`src/design/bfs_defs.svh`:
```
`ifndef BFS_DEFS_SVH
`define BFS_DEFS_SVH

`define BFS_CLK_HZ 50000000
`define BFS_MS_PER_S 1000
`define BFS_EXT_SHORTEN_MS 10
`define BFS_DEBOUNCE_MS 2
`define BFS_DELAY_MIN_MS 16'h003C
`define BFS_DELAY_INF_MS 16'hFFFF

`define BFS_OFF_CTRL 12'h000
`define BFS_OFF_THRESH 12'h004
`define BFS_OFF_DELAY 12'h008
`define BFS_OFF_STATE 12'h00C
`define BFS_OFF_IRQ_STAT 12'h010
`define BFS_OFF_IRQ_CLR 12'h014
`define BFS_OFF_IRQ_EN 12'h018

`define BFS_CTRL_ENABLE 0
`define BFS_CTRL_AUX_CHECK 1
`define BFS_CTRL_ALLOC_LSB 2
`define BFS_CTRL_RESET 4'hC
`define BFS_THRESH_RESET 16'h0100
`define BFS_DELAY_RESET 16'h00FA

`define BFS_EV_INT_PICKUP 0
`define BFS_EV_EXT_PICKUP 1
`define BFS_EV_INT_TRIP 2
`define BFS_EV_EXT_TRIP 3
`define BFS_EV_W 4

`endif

```
`src/design/bfs_pkg.sv`:
```
package bfs_pkg;
    typedef enum logic [1:0] {
        BFS_ALLOC_BOTH,
        BFS_ALLOC_OPEN_ONLY,
        BFS_ALLOC_CLOSED_ONLY,
        BFS_ALLOC_NONE
    } bfs_alloc_t;

    typedef enum logic [1:0] {
        BFS_IDLE,
        BFS_TIMING,
        BFS_TRIPPED,
        BFS_DROPPED
    } bfs_state_t;
endpackage : bfs_pkg

```
`src/design/bfs_top.sv`:
```
// Our own choices: the placing of the registers and register access over APB.
`timescale 1ns/1ps
`include "bfs_defs.svh"
// Overview of operation
// - Internal and external sources, separate pickup/timer/trip.
// - One threshold and one delay serve both.
// - Any phase above threshold means current flows.
// - Current trips need current AND contact criterion.
// - Invalid contact feedback: current criterion alone.
// - Voltage trips judged by the auxiliary contact.
// - Four contact wiring allocations supported.
// - Contacts classify breaker closed or open, valid only.
// - Initiation raises alarm and starts delay timer.
// - Expiry with criteria met asserts backup trip.
// - Function switchable by setting, blockable by input.
// - Criterion lost at expiry drops pickup, no trip.
// - External initiation input is debounced.
// - External input must persist whole delay.
// - External start shortens delay by 10 ms.
// - Contact check plus voltage trip combines by OR.
module bfs_top #(
    parameter int CUR_W = 16,
    parameter int CYCLES_PER_MS = `BFS_CLK_HZ / `BFS_MS_PER_S,
    parameter int DEBOUNCE_CYCLES = `BFS_DEBOUNCE_MS * (`BFS_CLK_HZ / `BFS_MS_PER_S)
) (
    input wire logic pclk,
    input wire logic presetn,
    input wire logic psel,
    input wire logic penable,
    input wire logic pwrite,
    input wire logic [11:0] paddr,
    input wire logic [31:0] pwdata,
    output logic [31:0] prdata,
    output logic pready,
    output logic pslverr,
    input wire logic [CUR_W-1:0] phase_a_current,
    input wire logic [CUR_W-1:0] phase_b_current,
    input wire logic [CUR_W-1:0] phase_c_current,
    input wire logic int_trip_start,
    input wire logic int_trip_voltage,
    input wire logic external_initiation_input,
    input wire logic block_input,
    input wire logic aux_open_contact,
    input wire logic aux_closed_contact,
    output logic int_pickup,
    output logic ext_pickup,
    output logic alarm,
    output logic int_backup_trip,
    output logic ext_backup_trip,
    output logic backup_trip,
    output logic func_active,
    output logic irq
);

    function automatic logic [31:0] ms_to_cycles(input logic [15:0] ms);
        return 32'(ms * CYCLES_PER_MS);
    endfunction : ms_to_cycles

    logic [3:0] ctrl_reg, ctrl_next;
    logic [CUR_W-1:0] thresh_reg, thresh_next;
    logic [15:0] delay_reg, delay_next;
    logic [`BFS_EV_W-1:0] irq_stat_reg, irq_stat_next, irq_en_reg, irq_en_next;
    logic [31:0] prdata_reg, prdata_next;
    logic ext_deb_reg, ext_deb_next;
    logic [31:0] deb_cnt_reg, deb_cnt_next;
    bfs_pkg::bfs_state_t st_reg [2], st_next [2];
    logic [31:0] cnt_reg [2], cnt_next [2];

    logic setup, access, wr_en, addr_ok, run, cur_ok, aux_valid, aux_closed;
    logic [1:0] init, volt, crit, expire;
    logic [31:0] target [2];
    logic [`BFS_EV_W-1:0] events;
    bfs_pkg::bfs_alloc_t alloc;

    assign setup = psel && !penable;
    assign access = psel && penable;
    assign wr_en = access && pwrite;
    assign addr_ok = paddr inside {`BFS_OFF_CTRL, `BFS_OFF_THRESH, `BFS_OFF_DELAY,
        `BFS_OFF_STATE, `BFS_OFF_IRQ_STAT, `BFS_OFF_IRQ_CLR, `BFS_OFF_IRQ_EN};
    assign pready = 1'b1;
    assign pslverr = access && !addr_ok;
    assign prdata = prdata_reg;

    assign alloc = bfs_pkg::bfs_alloc_t'(ctrl_reg[`BFS_CTRL_ALLOC_LSB +: 2]);
    assign run = ctrl_reg[`BFS_CTRL_ENABLE] && !block_input;
    assign func_active = run;

    // Shared threshold for all three phases.
    assign cur_ok = (phase_a_current > thresh_reg) || (phase_b_current > thresh_reg)
        || (phase_c_current > thresh_reg);

    // With both contacts wired, equal states mean an intermediate or faulty position.
    always_comb begin
        case (alloc)
            bfs_pkg::BFS_ALLOC_BOTH: begin
                aux_valid = aux_open_contact != aux_closed_contact;
                aux_closed = aux_closed_contact && !aux_open_contact;
            end
            bfs_pkg::BFS_ALLOC_OPEN_ONLY: begin
                aux_valid = 1'b1;
                aux_closed = !aux_open_contact;
            end
            bfs_pkg::BFS_ALLOC_CLOSED_ONLY: begin
                aux_valid = 1'b1;
                aux_closed = aux_closed_contact;
            end
            default: begin
                aux_valid = 1'b0;
                aux_closed = 1'b0;
            end
        endcase
    end

    assign init = {ext_deb_reg, int_trip_start};
    assign volt = {1'b0, int_trip_voltage};

    always_comb begin
        for (int i = 0; i < 2; i++) begin
            if (!ctrl_reg[`BFS_CTRL_AUX_CHECK] || !aux_valid) begin
                crit[i] = cur_ok;
            end else if (volt[i]) begin
                crit[i] = cur_ok || aux_closed;
            end else begin
                crit[i] = cur_ok && aux_closed;
            end
        end
    end

    // The external timer is shortened to offset the residual time of the external start.
    assign target[0] = ms_to_cycles(delay_reg);
    assign target[1] = ms_to_cycles(delay_reg - 16'(`BFS_EXT_SHORTEN_MS));

    always_comb begin
        for (int i = 0; i < 2; i++) begin
            expire[i] = (st_reg[i] == bfs_pkg::BFS_TIMING) && init[i]
                && (delay_reg != `BFS_DELAY_INF_MS) && (cnt_reg[i] >= target[i] - 32'h1);
        end
    end

    always_comb begin
        for (int i = 0; i < 2; i++) begin
            st_next[i] = st_reg[i];
            cnt_next[i] = cnt_reg[i];
            case (st_reg[i])
                bfs_pkg::BFS_IDLE: begin
                    cnt_next[i] = 32'h0;
                    if (run && init[i]) begin
                        st_next[i] = bfs_pkg::BFS_TIMING;
                    end
                end
                bfs_pkg::BFS_TIMING: begin
                    if (!init[i]) begin
                        st_next[i] = bfs_pkg::BFS_IDLE;
                    end else if (expire[i]) begin
                        st_next[i] = crit[i] ? bfs_pkg::BFS_TRIPPED
                            : bfs_pkg::BFS_DROPPED;
                    end else begin
                        cnt_next[i] = cnt_reg[i] + 32'h1;
                    end
                end
                default: begin
                    if (!init[i]) begin
                        st_next[i] = bfs_pkg::BFS_IDLE;
                    end
                end
            endcase
            if (!run) begin
                st_next[i] = bfs_pkg::BFS_IDLE;
            end
        end
    end

    always_ff @(posedge pclk or negedge presetn) begin
        if (!presetn) begin
            for (int i = 0; i < 2; i++) begin
                st_reg[i] <= bfs_pkg::BFS_IDLE;
                cnt_reg[i] <= 32'h0;
            end
        end else begin
            for (int i = 0; i < 2; i++) begin
                st_reg[i] <= st_next[i];
                cnt_reg[i] <= cnt_next[i];
            end
        end
    end

    assign int_pickup = st_reg[0] == bfs_pkg::BFS_TIMING;
    assign ext_pickup = st_reg[1] == bfs_pkg::BFS_TIMING;
    assign int_backup_trip = st_reg[0] == bfs_pkg::BFS_TRIPPED;
    assign ext_backup_trip = st_reg[1] == bfs_pkg::BFS_TRIPPED;
    assign backup_trip = int_backup_trip || ext_backup_trip;
    assign alarm = int_pickup || ext_pickup;

    // A level change must persist for the full window before it is believed.
    always_comb begin
        ext_deb_next = ext_deb_reg;
        deb_cnt_next = 32'h0;
        if (external_initiation_input != ext_deb_reg) begin
            if (deb_cnt_reg >= 32'(DEBOUNCE_CYCLES) - 32'h1) begin
                ext_deb_next = external_initiation_input;
            end else begin
                deb_cnt_next = deb_cnt_reg + 32'h1;
            end
        end
    end

    always_ff @(posedge pclk or negedge presetn) begin
        if (!presetn) begin
            ext_deb_reg <= 1'b0;
            deb_cnt_reg <= 32'h0;
        end else begin
            ext_deb_reg <= ext_deb_next;
            deb_cnt_reg <= deb_cnt_next;
        end
    end

    // Each bit marks the cycle in which its state is entered, so one start counts once.
    assign events = {st_next[1] == bfs_pkg::BFS_TRIPPED && !ext_backup_trip,
        st_next[0] == bfs_pkg::BFS_TRIPPED && !int_backup_trip,
        st_next[1] == bfs_pkg::BFS_TIMING && !ext_pickup,
        st_next[0] == bfs_pkg::BFS_TIMING && !int_pickup};
    assign irq = |(irq_stat_reg & irq_en_reg);

    // Delay writes below the minimum are raised to it so a trip can never be instant.
    always_comb begin
        ctrl_next = ctrl_reg;
        thresh_next = thresh_reg;
        delay_next = delay_reg;
        irq_en_next = irq_en_reg;
        irq_stat_next = irq_stat_reg;
        prdata_next = prdata_reg;
        if (wr_en) begin
            case (paddr)
                `BFS_OFF_CTRL: ctrl_next = pwdata[3:0];
                `BFS_OFF_THRESH: thresh_next = pwdata[CUR_W-1:0];
                `BFS_OFF_DELAY: delay_next = (pwdata[15:0] < `BFS_DELAY_MIN_MS)
                    ? `BFS_DELAY_MIN_MS : pwdata[15:0];
                `BFS_OFF_IRQ_CLR: irq_stat_next = irq_stat_reg & ~pwdata[`BFS_EV_W-1:0];
                `BFS_OFF_IRQ_EN: irq_en_next = pwdata[`BFS_EV_W-1:0];
                default: ;
            endcase
        end
        irq_stat_next = irq_stat_next | events;
        if (setup && !pwrite) begin
            case (paddr)
                `BFS_OFF_CTRL: prdata_next = {28'h0, ctrl_reg};
                `BFS_OFF_THRESH: prdata_next = 32'(thresh_reg);
                `BFS_OFF_DELAY: prdata_next = {16'h0, delay_reg};
                `BFS_OFF_STATE: prdata_next = {23'h0, aux_valid, cur_ok, ext_backup_trip,
                    int_backup_trip, ext_pickup, int_pickup, run,
                    block_input, !ctrl_reg[`BFS_CTRL_ENABLE]};
                `BFS_OFF_IRQ_STAT: prdata_next = {28'h0, irq_stat_reg};
                `BFS_OFF_IRQ_EN: prdata_next = {28'h0, irq_en_reg};
                default: prdata_next = 32'h0;
            endcase
        end
    end

    always_ff @(posedge pclk or negedge presetn) begin
        if (!presetn) begin
            ctrl_reg <= `BFS_CTRL_RESET;
            thresh_reg <= CUR_W'(`BFS_THRESH_RESET);
            delay_reg <= `BFS_DELAY_RESET;
            irq_en_reg <= 4'h0;
            irq_stat_reg <= 4'h0;
            prdata_reg <= 32'h0;
        end else begin
            ctrl_reg <= ctrl_next;
            thresh_reg <= thresh_next;
            delay_reg <= delay_next;
            irq_en_reg <= irq_en_next;
            irq_stat_reg <= irq_stat_next;
            prdata_reg <= prdata_next;
        end
    end
endmodule : bfs_top

```
`config.mk`:
```
export PLATFORM = sky130hd
export DESIGN_NAME = bfs_top
export DESIGN_NICKNAME = d
export VERILOG_FILES = /design/src/design/bfs_pkg.sv /design/src/design/bfs_top.sv
export VERILOG_INCLUDE_DIRS = /design/src /design/src/design
export SDC_FILE = /design/constraint.sdc
export NUM_CORES = 1
export LEC_CHECK = 0
export BUFFER_PORTS_ARGS = -buffer_cell sky130_fd_sc_hd__buf_2
export CAP_MARGIN = 5
export CORE_UTILIZATION = 35
export CTS_CLUSTER_DIAMETER = 50
export DETAILED_ROUTE_END_ITERATION = 16
export PLACE_DENSITY_LB_ADDON = 0.12
export SYNTH_ARGS = -nofsm -noshare
export SYNTH_HDL_FRONTEND = slang
export SYNTH_SLANG_ARGS = --single-unit
```
`constraint.sdc`:
```
create_clock -name pclk -period 24 [get_ports pclk]
set_input_delay 4.8 -clock pclk [delete_from_list [all_inputs] [get_ports pclk]]
set_output_delay 4.8 -clock pclk [all_outputs]
set_load 0.01 [all_outputs]
```
==> flow_summary.yaml, run 1 <==
detailed_routing:
  route.top_layer_used: "met5"
  via_count: 15300
  ant_nets: 0
  drt_wl_total_um: 50100
  met1_length_um: 24700
  route.detailed.drc: 0
  drt_first_pass_iters: 8
  route.met3.wl_um: 1470
  routed-wl-met2_um: 23200
  drtIter0Drc: 777
  wl_per_cell_um: 17.3
  via_per_inst: 5.27
clock_tree:
  postCtsHoldBufs: 0
  clk_pin_slew_worst_paths_ns: 0.07
  cts_tree: "done"
  post_cts_resized: 0
  cts_buffer_depth: 2
  clock-sinks: 161
  htreeDepth: 4
  root_buffer: "clkbuf_16"
  clk_latency_ns: 0.47
  cts_buffers: 17
  cts_setup_buffers: 0
sta:
  fin_skew_ns: 0.0145
  min_period_over_period_pct: 46.5
  finalHoldViolCount: 0
  setup_viol: 0
  slew_viol_final: 0
  rsz0062_at_grt: "false"
  period_minus_slack_ns: 11.16
  finalSetupTns_ns: 0
  fin_ws_ns: 12.84
  whs_ns: 0.478
  tightest_slew_ns: 1.21
  fmaxAchievable_ghz: 0.0896
  slew_headroom_pct: 18.9
critical_path:
  startpoint_type: "flip-flop"
  crit_slowest_cell: "xnor2_1"
  cp_top_family: "compound AO/OA/AOI/OAI gates"
  worstPathArrival_ns: 11.56
  reg2reg_depth: 34
  max_stage_delay_ns: 0.78
  r2r-start: "delay_reg[1]$_DFFE_PN1P_"
  crit_fanout: 65
  cp_common_cell: "inv_1"
  rrSetupSlack_ns: 12.84
  crit_type: "reg2reg"
  reg2reg_to: "cnt_reg[11]$_DFFE_PN0P_"
  required_ns: 24.40
  crit_buf_inv: 7
  cp-end-kind: "flip-flop"
  crit_cells: 34
synthesis:
  synth_area_per_cell_um2: 8.87
  ys_ff_latch: 161
  synth_area_mm2: 0.0186
  synth_enable_flop_cells: 0
  synth_cells: 2099
  ys.flop_type: "dfrtp_1"
  synth_top_area_share_pct: 22.2
  synth_seq_area_share_pct: 21.7
  synth_cell_types: 89
  synthArstFlopShare_pct: 100
  synth_area_leaders: "ha_1, dfrtp_1, fa_1, inv_1, xnor2_1"
  yosys.area.top_type: "ha_1"
  yosys_warnings: 0
die:
  die-width_um: 233
  core_region_area_mm2: 0.0526
  start_util_pct: 35.4
  die_area_mm2: 0.0541
  row_count: 84
  io_pins: 145
  die_h_um: 233
place:
  port_buffers: 111
  hpwlAfterDp_um: 40600
  dp_cells: 2864
  gp_congestion: 0.831
  dpl_cell_area_mm2: 0.0199
  dp_slack_ns: 12.95
hold_path:
  min_from: "prdata[2]$_DFFE_PN0P_"
  whs_endpoint: "prdata[2]$_DFFE_PN0P_"
  min_path_cells: 2
  hold_class: "reg2reg"
cells_and_area:
  drive_above_1_share_pct: 9.51
  final_cells: 2896
  area.growth.synth_to_final_pct: 10.2
  final_core_util_pct: 39.1
  nNetsFinal: 2716
  n_antenna_cell: 0
  largest_register_ffs: 64
  final_area_mm2: 0.0205
grt:
  overflow: 0
  globalRouteTotalUtil_pct: 19.2
  grt_pass1_wl_um: 81900
  grt_max_degree: 93
  grt_pass1_vias: 15200
  antenna_found_initial: 2
pwr:
  p_leak_nw: 9.85
  power_density_mw_per_mm2: 34.5
  p_total_mw: 0.709
  ir_worst_vdd_uv: 55.1
run:
  cap_violations: 0
run_status:
  status: "finished clean"
==> cell usage after synthesis, drive strengths merged (18+ instances only) <==
| cell type | number |
|---|---|
| or4 | 28 |
| fa | 88 |
| a21o | 45 |
| a21oi | 91 |
| xor2 | 43 |
| o21ai | 100 |
| nand2b | 18 |
| inv | 272 |
| nor2 | 117 |
| nor3 | 50 |
| nand4 | 43 |
| dfrtp | 152 |
| ha | 330 |
| a31oi | 18 |
| clkbuf | 54 |
| buf | 18 |
| nand2 | 167 |
| o21a | 20 |
| nor4 | 31 |
| and3 | 21 |
| nand3 | 50 |
| xnor2 | 91 |
| o31ai | 22 |
==> where the power goes <==
part,internal [mW],switching [mW],total [mW]
Clock,0.150,0.136,0.286
Combinational,0.0587,0.0911,0.150
Sequential,0.273,0.000871,0.274
==> logic make-up after synthesis <==
group	share of synthesized area (%)
other	0.0403
AO/OA/AOI/OAI	14.5
flip-flops	21.7
XOR/XNOR	6.54
adder cells (fa/ha/maj)	31.6
multiplexers	1.37
buffers and inverters	7.28
AND/OR/NAND/NOR	16.9
==> tightest hold or removal path: cells and delay by family (launching register included) <==
family	cells	cell delay [ns]
DFF	1	0.34
AOI/OAI and AO/OA	1	0.06
and+or+nand+nor	1	0.05
==> layout make-up <==
cell class / instances / area (um^2)
inverter: 272 / 1020
tap: 688 / 861
fill: 5375 / 32000
sequential: 161 / 4040
timing repair buffer: 119 / 622
multi-input combinational: 1624 / 13400
clock inverter: 15 / 181
clock buffer: 17 / 425
==> per-layer routing <==
metal / global-route usage (%) / vias to the layer above
met5: 0 / -
met4: 5.17 / 4
met3: 3.01 / 41
met2: 30.9 / 197
met1: 26.5 / 7493
li1: - / 7539
==> how the worst max path moves through the flow <==
stage / slack, ns / start / end
after floorplan: 13.57 / paddr[3] / pslverr
after global placement: 13.12 / delay_reg[2]$_DFFE_PN0P_ / cnt_reg[11]$_DFFE_PN0P_
after detailed placement: 12.95 / delay_reg[1]$_DFFE_PN1P_ / cnt_reg[18]$_DFFE_PN0P_
after CTS: 12.94 / delay_reg[1]$_DFFE_PN1P_ / cnt_reg[18]$_DFFE_PN0P_
after global routing: 12.16 / delay_reg[2]$_DFFE_PN0P_ / cnt_reg[18]$_DFFE_PN0P_
final: 12.84 / delay_reg[1]$_DFFE_PN1P_ / cnt_reg[11]$_DFFE_PN0P_
==> cells in the final DEF (no fill, tap or decap), types with 20 or more instances in the layout <==
master   Yosys  routed
nor4_1      29      29
xnor2_1     91      91
or4_1       28      28
conb_1       2      32
nand2_1    167     167
o21a_1      20      20
nor3_1      48      46
fa_1        88      88
nand4_1     43      43
o21ai_0     95      95
buf_2        0     110
ha_1       330     330
a21o_1      44      44
inv_1      272     272
xor2_1      43      43
nor2_1     117     117
and3_1      21      21
nand3_1     49      49
o31ai_1     22      22
a21oi_1     91      91
dfrtp_1    152     152
No activity file was read; power rests on OpenSTA's default activity.
==> inputs of run 2 (changes only) <==
==> constraint.sdc (replaced) <==
create_clock -name pclk -period 11.5 [get_ports pclk]
set_input_delay 2.3 -clock pclk [delete_from_list [all_inputs] [get_ports pclk]]
set_output_delay 2.3 -clock pclk [all_outputs]
set_load 0.01 [all_outputs]
==> run 2 against run 1 <==
  * Critical path depth is 4 higher
  * Largest cell class unchanged
  * First-iteration DRC count up 15%
  * Flip-flop and latch count unchanged
  * Non-clock buffer count up 6
  * Setup slack got worse by 12 ns
  * Highest routed layer unchanged
  * Critical path type unchanged
  * Count of clock-buffer cells in the layout increased by 1
  * Die area did not move
  * Global-route usage decreased by 0.099 points
  * Fmax is 5.2% higher
  * Final cell count rose by 0.28%
  * Register-to-register slack worse by 12 ns
==> flow_summary.yaml, run 2 (same netlist as run 1, synthesis figures left out) <==
clock_tree:
  clock-sinks: 161
  root_buffer: "clkbuf_16"
  clk_latency_ns: 0.48
  cts_buffer_depth: 2
  cts_setup_buffers: 0
  cts_tree: "done"
  cts_buffers: 17
  htreeDepth: 4
  clk_pin_slew_worst_paths_ns: 0.07
hold_path:
  whs_endpoint: "prdata[2]$_DFFE_PN0P_"
  min_from: "prdata[2]$_DFFE_PN0P_"
  min_path_cells: 2
  hold_class: "reg2reg"
grt:
  overflow: 0
  antenna_found_initial: 3
  grt_pass1_vias: 15100
  grt_pass1_wl_um: 81300
  grt_max_degree: 95
  globalRouteTotalUtil_pct: 19.1
die:
  start_util_pct: 35.4
  die_area_mm2: 0.0541
  die_h_um: 233
  row_count: 84
  die-width_um: 233
  core_region_area_mm2: 0.0526
  io_pins: 145
cells_and_area:
  largest_register_ffs: 64
  seqCellArea_mm2: 0.00404
  multiInputGateArea_mm2: 0.0134
  n_fill_cell: 5443
  final_cell_mix: "ha_1, inv_1, nand2_1"
  final_cells: 2904
  area.growth.synth_to_final_pct: 10.2
  layout_commonest_cell: "ha_1"
  final_core_util_pct: 39.1
  nNetsFinal: 2723
  drive_above_1_share_pct: 9.76
run:
  cap_violations: 0
pwr:
  switching_power_mw: 0.465
  ir_worst_vdd_uv: 114
  p_seq_share_pct: 39.7
  p_leak_nw: 9.85
  power_density_mw_per_mm2: 70.1
  p_total_mw: 1.44
  switching_share_pct: 32.3
  clockPowerShare_pct: 38.5
  p_comb_share_pct: 21.8
  p_int_mw: 0.974
critical_path:
  cp-end-kind: "flip-flop"
  r2r-start: "delay_reg[2]$_DFFE_PN0P_"
  cp_common_cell: "inv_1"
  reg2reg_to: "cnt_reg[21]$_DFFE_PN0P_"
  crit_type: "reg2reg"
  max_stage_delay_ns: 0.59
  cp_top_family: "compound AO/OA/AOI/OAI gates"
  reg2reg_depth: 38
  crit_buf_inv: 7
  startpoint_type: "flip-flop"
  crit_slowest_cell: "a2111oi_1"
  crit_fanout: 23
  rrSetupSlack_ns: 0.88
  worstPathArrival_ns: 11.03
  required_ns: 11.91
sta:
  fmaxAchievable_ghz: 0.0942
  setup_viol: 0
  fin_ws_ns: 0.884
  finalSetupTns_ns: 0
  min_period_over_period_pct: 92.3
  rsz0062_at_grt: "false"
  slew_viol_final: 0
  tightest_slew_ns: 1.18
  fin_skew_ns: 0.0141
  period_minus_slack_ns: 10.62
  finalHoldViolCount: 0
  slew_headroom_pct: 20.9
place:
  dp_slack_ns: 0.525
  hpwlAfterDp_um: 40500
  port_buffers: 111
  dp_cells: 2870
  gp_congestion: 0.855
detailed_routing:
  drtIter0Drc: 891
  via_per_inst: 5.22
  ant_nets: 0
  drt_wl_total_um: 50500
  route.detailed.drc: 0
  wl_per_cell_um: 17.4
  drt_first_pass_iters: 6
  via_count: 15200
run_status:
  status: "finished clean"
==> run 2: cell count changes in the layout (fill, tap and decap cells not counted), sizes merged <==
cell / change
diode: +2
bufinv: -1
clkbuf: +1
buf: +6
a31oi: +1
inv: -1
==> run 2: per-layer routing <==
layer | part of all wire [%] | up-vias | wire length [um] | GRT usage [%]
met4 | 1.7 | 4 | 838 | 5.04
met1 | 49 | 7337 | 24500 | 26.2
met5 | 0.049 | - | 25 | 0
met2 | 47 | 206 | 23500 | 30.9
li1 | - | 7570 | - | -
met3 | 3.2 | 49 | 1620 | 3.13
==> run 2: worst max-delay path by stage <==
stage	startpoint	endpoint	slack (ns)	depth (start not counted)
2_1_floorplan	delay_reg[1]$_DFFE_PN1P_	cnt_reg[18]$_DFFE_PN0P_	2.32	39
3_3_place_gp	delay_reg[2]$_DFFE_PN0P_	cnt_reg[21]$_DFFE_PN0P_	0.69	38
3_5_place_dp	delay_reg[2]$_DFFE_PN0P_	cnt_reg[28]$_DFFE_PN0P_	0.52	37
4_1_cts	delay_reg[2]$_DFFE_PN0P_	cnt_reg[28]$_DFFE_PN0P_	0.46	37
5_1_grt	delay_reg[2]$_DFFE_PN0P_	cnt_reg[17]$_DFFE_PN0P_	0.18	38
6_report	delay_reg[2]$_DFFE_PN0P_	cnt_reg[21]$_DFFE_PN0P_	0.88	38
==> run 2: worst reg2reg max path, delay by kind of cell (launching register included) <==
kind	cells	cell delay, ns
AO/OA/AOI/OAI	14	3.45
XOR/XNOR	2	0.70
adder cells (fa/ha/maj)	8	2.98
buffers and inverters	7	0.95
flip-flops	1	0.55
AND/OR/NAND/NOR	7	1.93
==> run 2: metrics by stage <==
| stage | area, um^2 | hold WS, ns |
|---|---|---|
| 6_report | 20500 | 0.481 |
| 5_1_grt | 20500 | 0.509 |
| 4_1_cts | 20500 | 0.486 |
| 3_5_place_dp | 20000 | 0.470 |
| 3_3_place_gp | 20000 | 0.469 |
| 2_1_floorplan | 18700 | 0.455 |
==> run 2: layout make-up <==
cell class	instances	share of cell area, %
diodes	2	0.0244
well taps	688	4.19
repair buffers	125	3.25
clock inverters	13	0.555
inverters	272	4.97
flip-flops and latches	161	19.7
multi-input cells	1625	65.2
clock buffers	18	2.09
==> run 2: timing repair <==
| action | in CTS | in global routing |
|---|---|---|
| hold buffers | 0 | 0 |
| gates resized for setup | 0 | 2 |
| endpoints found under the setup margin | 0 | 16 |
==> run 2: power by group through the flow <==
stage | logic [mW] | clock network [mW] | registers (mW)
after detailed placement | 0.315 | 0 | 0.582
after global routing | 0.356 | 0.597 | 0.571
final | 0.313 | 0.554 | 0.571
after global placement | 0.311 | 0 | 0.582
after CTS | 0.317 | 0.573 | 0.571
after floorplan | 0.230 | 0 | 0.581
==> inputs of run 3 (changes only) <==
--- a/config.mk
+++ b/config.mk
@@ -6,12 +6,12 @@
 export SDC_FILE = /design/constraint.sdc
 export NUM_CORES = 1
 export LEC_CHECK = 0
-export BUFFER_PORTS_ARGS = -buffer_cell sky130_fd_sc_hd__buf_2
 export CAP_MARGIN = 5
 export CORE_UTILIZATION = 35
 export CTS_CLUSTER_DIAMETER = 50
 export DETAILED_ROUTE_END_ITERATION = 16
-export PLACE_DENSITY_LB_ADDON = 0.12
+export DONT_BUFFER_PORTS = 1
+export PLACE_DENSITY = 0.51
 export SYNTH_ARGS = -nofsm -noshare
 export SYNTH_HDL_FRONTEND = slang
 export SYNTH_SLANG_ARGS = --single-unit
==> run 3 against run 2 <==
  * Global-route usage is 0.22 points lower
  * Worst hold slack improved by 0.025 ns
  * Final cell count decreased by 4.0%
  * Power about the same
  * Clock power up 6.9%
  * Die area unchanged
  * Via count shrank 2.3%
  * Sequential power about the same
  * Wire length is 1.3% lower
  * Register-to-register slack got worse by 0.10 ns
  * Critical path depth unchanged
  * Largest cell class unchanged
  * Largest power group is now the clock network
  * Highest routed layer unchanged
==> flow_summary.yaml, run 3 (same netlist as run 1, synthesis figures left out) <==
clock_tree:
  cts_tree: "done"
  postCtsHoldBufs: 0
  root_buffer: "clkbuf_16"
  clock-sinks: 161
  post_cts_resized: 0
  cts_setup_buffers: 0
  clk_latency_ns: 0.49
  htreeDepth: 4
  cts_buffer_depth: 2
  cts_buffers: 17
  clk_pin_slew_worst_paths_ns: 0.08
detailed_routing:
  drtIter0Drc: 1001
  route.detailed.drc: 0
  ant_nets: 0
  wl_per_cell_um: 17.9
  drt_first_pass_iters: 5
  drt_wl_total_um: 49900
  via_per_inst: 5.31
  via_count: 14800
grt:
  globalRouteTotalUtil_pct: 18.9
  antenna_found_initial: 0
  grt_pass1_wl_um: 79600
  grt_pass1_vias: 14500
  overflow: 0
  grt_max_degree: 162
sta:
  slew_viol_final: 0
  finalHoldViolCount: 0
  fin_skew_ns: 0.0137
  whs_ns: 0.506
  min_period_over_period_pct: 93.2
  tightest_slew_ns: 1.24
  fmaxAchievable_ghz: 0.0933
  setup_viol: 0
  finalSetupTns_ns: 0
  slew_headroom_pct: 17.3
  period_minus_slack_ns: 10.72
  rsz0062_at_grt: "false"
die:
  core_region_area_mm2: 0.0526
  io_pins: 145
  die_area_mm2: 0.0541
  die_h_um: 233
  row_count: 84
  die-width_um: 233
  start_util_pct: 35.4
critical_path:
  crit_fanout: 65
  crit_type: "reg2reg"
  cp-end-kind: "flip-flop"
  crit_buf_inv: 7
  max_stage_delay_ns: 0.77
  required_ns: 11.91
  crit_slowest_cell: "a2111oi_0"
  cp_top_family: "compound AO/OA/AOI/OAI gates"
  startpoint_type: "flip-flop"
  cp_common_cell: "inv_1"
  worstPathArrival_ns: 11.13
pwr:
  p_leak_nw: 9.37
  ir_worst_vdd_uv: 101
  p_total_mw: 1.44
  power_density_mw_per_mm2: 72.1
cells_and_area:
  drive_above_1_share_pct: 4.81
  final_cell_mix: "ha_1, inv_1, nand2_1"
  n_antenna_cell: 0
  final_area_mm2: 0.0200
  nNetsFinal: 2607
  largest_register_ffs: 64
  final_cells: 2787
  area.growth.synth_to_final_pct: 7.15
  layout_commonest_cell: "ha_1"
place:
  hpwlAfterDp_um: 39900
  gp_congestion: 0.843
  dpl_cell_area_mm2: 0.0194
  dp_cells: 2755
  port_buffers: 0
run_status:
  status: "finished clean"
run:
  cap_violations: 0
hold_path:
  hold_class: "reg2reg"
==> run 3: layer usage <==
layer,global-route usage [%],routed length (um),vias up
li1,-,-,7336
met1,24.6,23400,7189
met2,30.3,22900,223
met3,4.52,2200,62
met4,6.60,1290,2
met5,0.551,45,-
==> run 3: per-stage QoR <==
stage,setup slack (ns),util (%)
final,0.781,38.0
after global routing,0.0381,38.0
after CTS,0.775,38.0
after detailed placement,0.817,36.9
after floorplan,2.32,-
after global placement,1.14,36.8
==> run 3: path summary, 6_finish.rpt <==
path                                              to  slack [ns]  cells past startpoint                      from
min in group asynchronous    cnt_reg[52]$_DFFE_PN0P_        1.51                      0                   presetn
min reg2reg                 deb_cnt_reg[0]$_DFF_PN0_        0.51                      1  deb_cnt_reg[0]$_DFF_PN0_
max                          cnt_reg[17]$_DFFE_PN0P_        0.78                     38  delay_reg[2]$_DFFE_PN0P_
max in group asynchronous  delay_reg[11]$_DFFE_PN0P_        9.42                      0                   presetn
max reg2reg                  cnt_reg[17]$_DFFE_PN0P_        0.78                     38  delay_reg[2]$_DFFE_PN0P_
min                         deb_cnt_reg[0]$_DFF_PN0_        0.51                      1  deb_cnt_reg[0]$_DFF_PN0_
==> run 3: worst register-to-register path, delay by kind of cell (launching register included) <==
kind	cells	cell delay [ns]
buffers and inverters	7	0.91
adders and majority gates	8	3.04
AOI/OAI and AO/OA	14	3.30
and+or+nand+nor	7	2.25
DFF	1	0.58
xor gates and xnor gates	2	0.58
==> run 3: report_power, final <==
part           internal (mW)  switching, mW
clock                  0.292          0.300
sequential             0.569        0.00196
combinational          0.112          0.165
total                  0.972          0.467
==> run 3: area by class of cell <==
cell class                      count  area (um^2)
Clock inverter                     15          163
Fill cell                        5402        32600
Timing Repair Buffer               10         75.1
Clock buffer                       17          425
Multi-Input combinational cell   1624        13400
Tap cell                          688          861
Inverter                          272         1020
Sequential cell                   161         4040
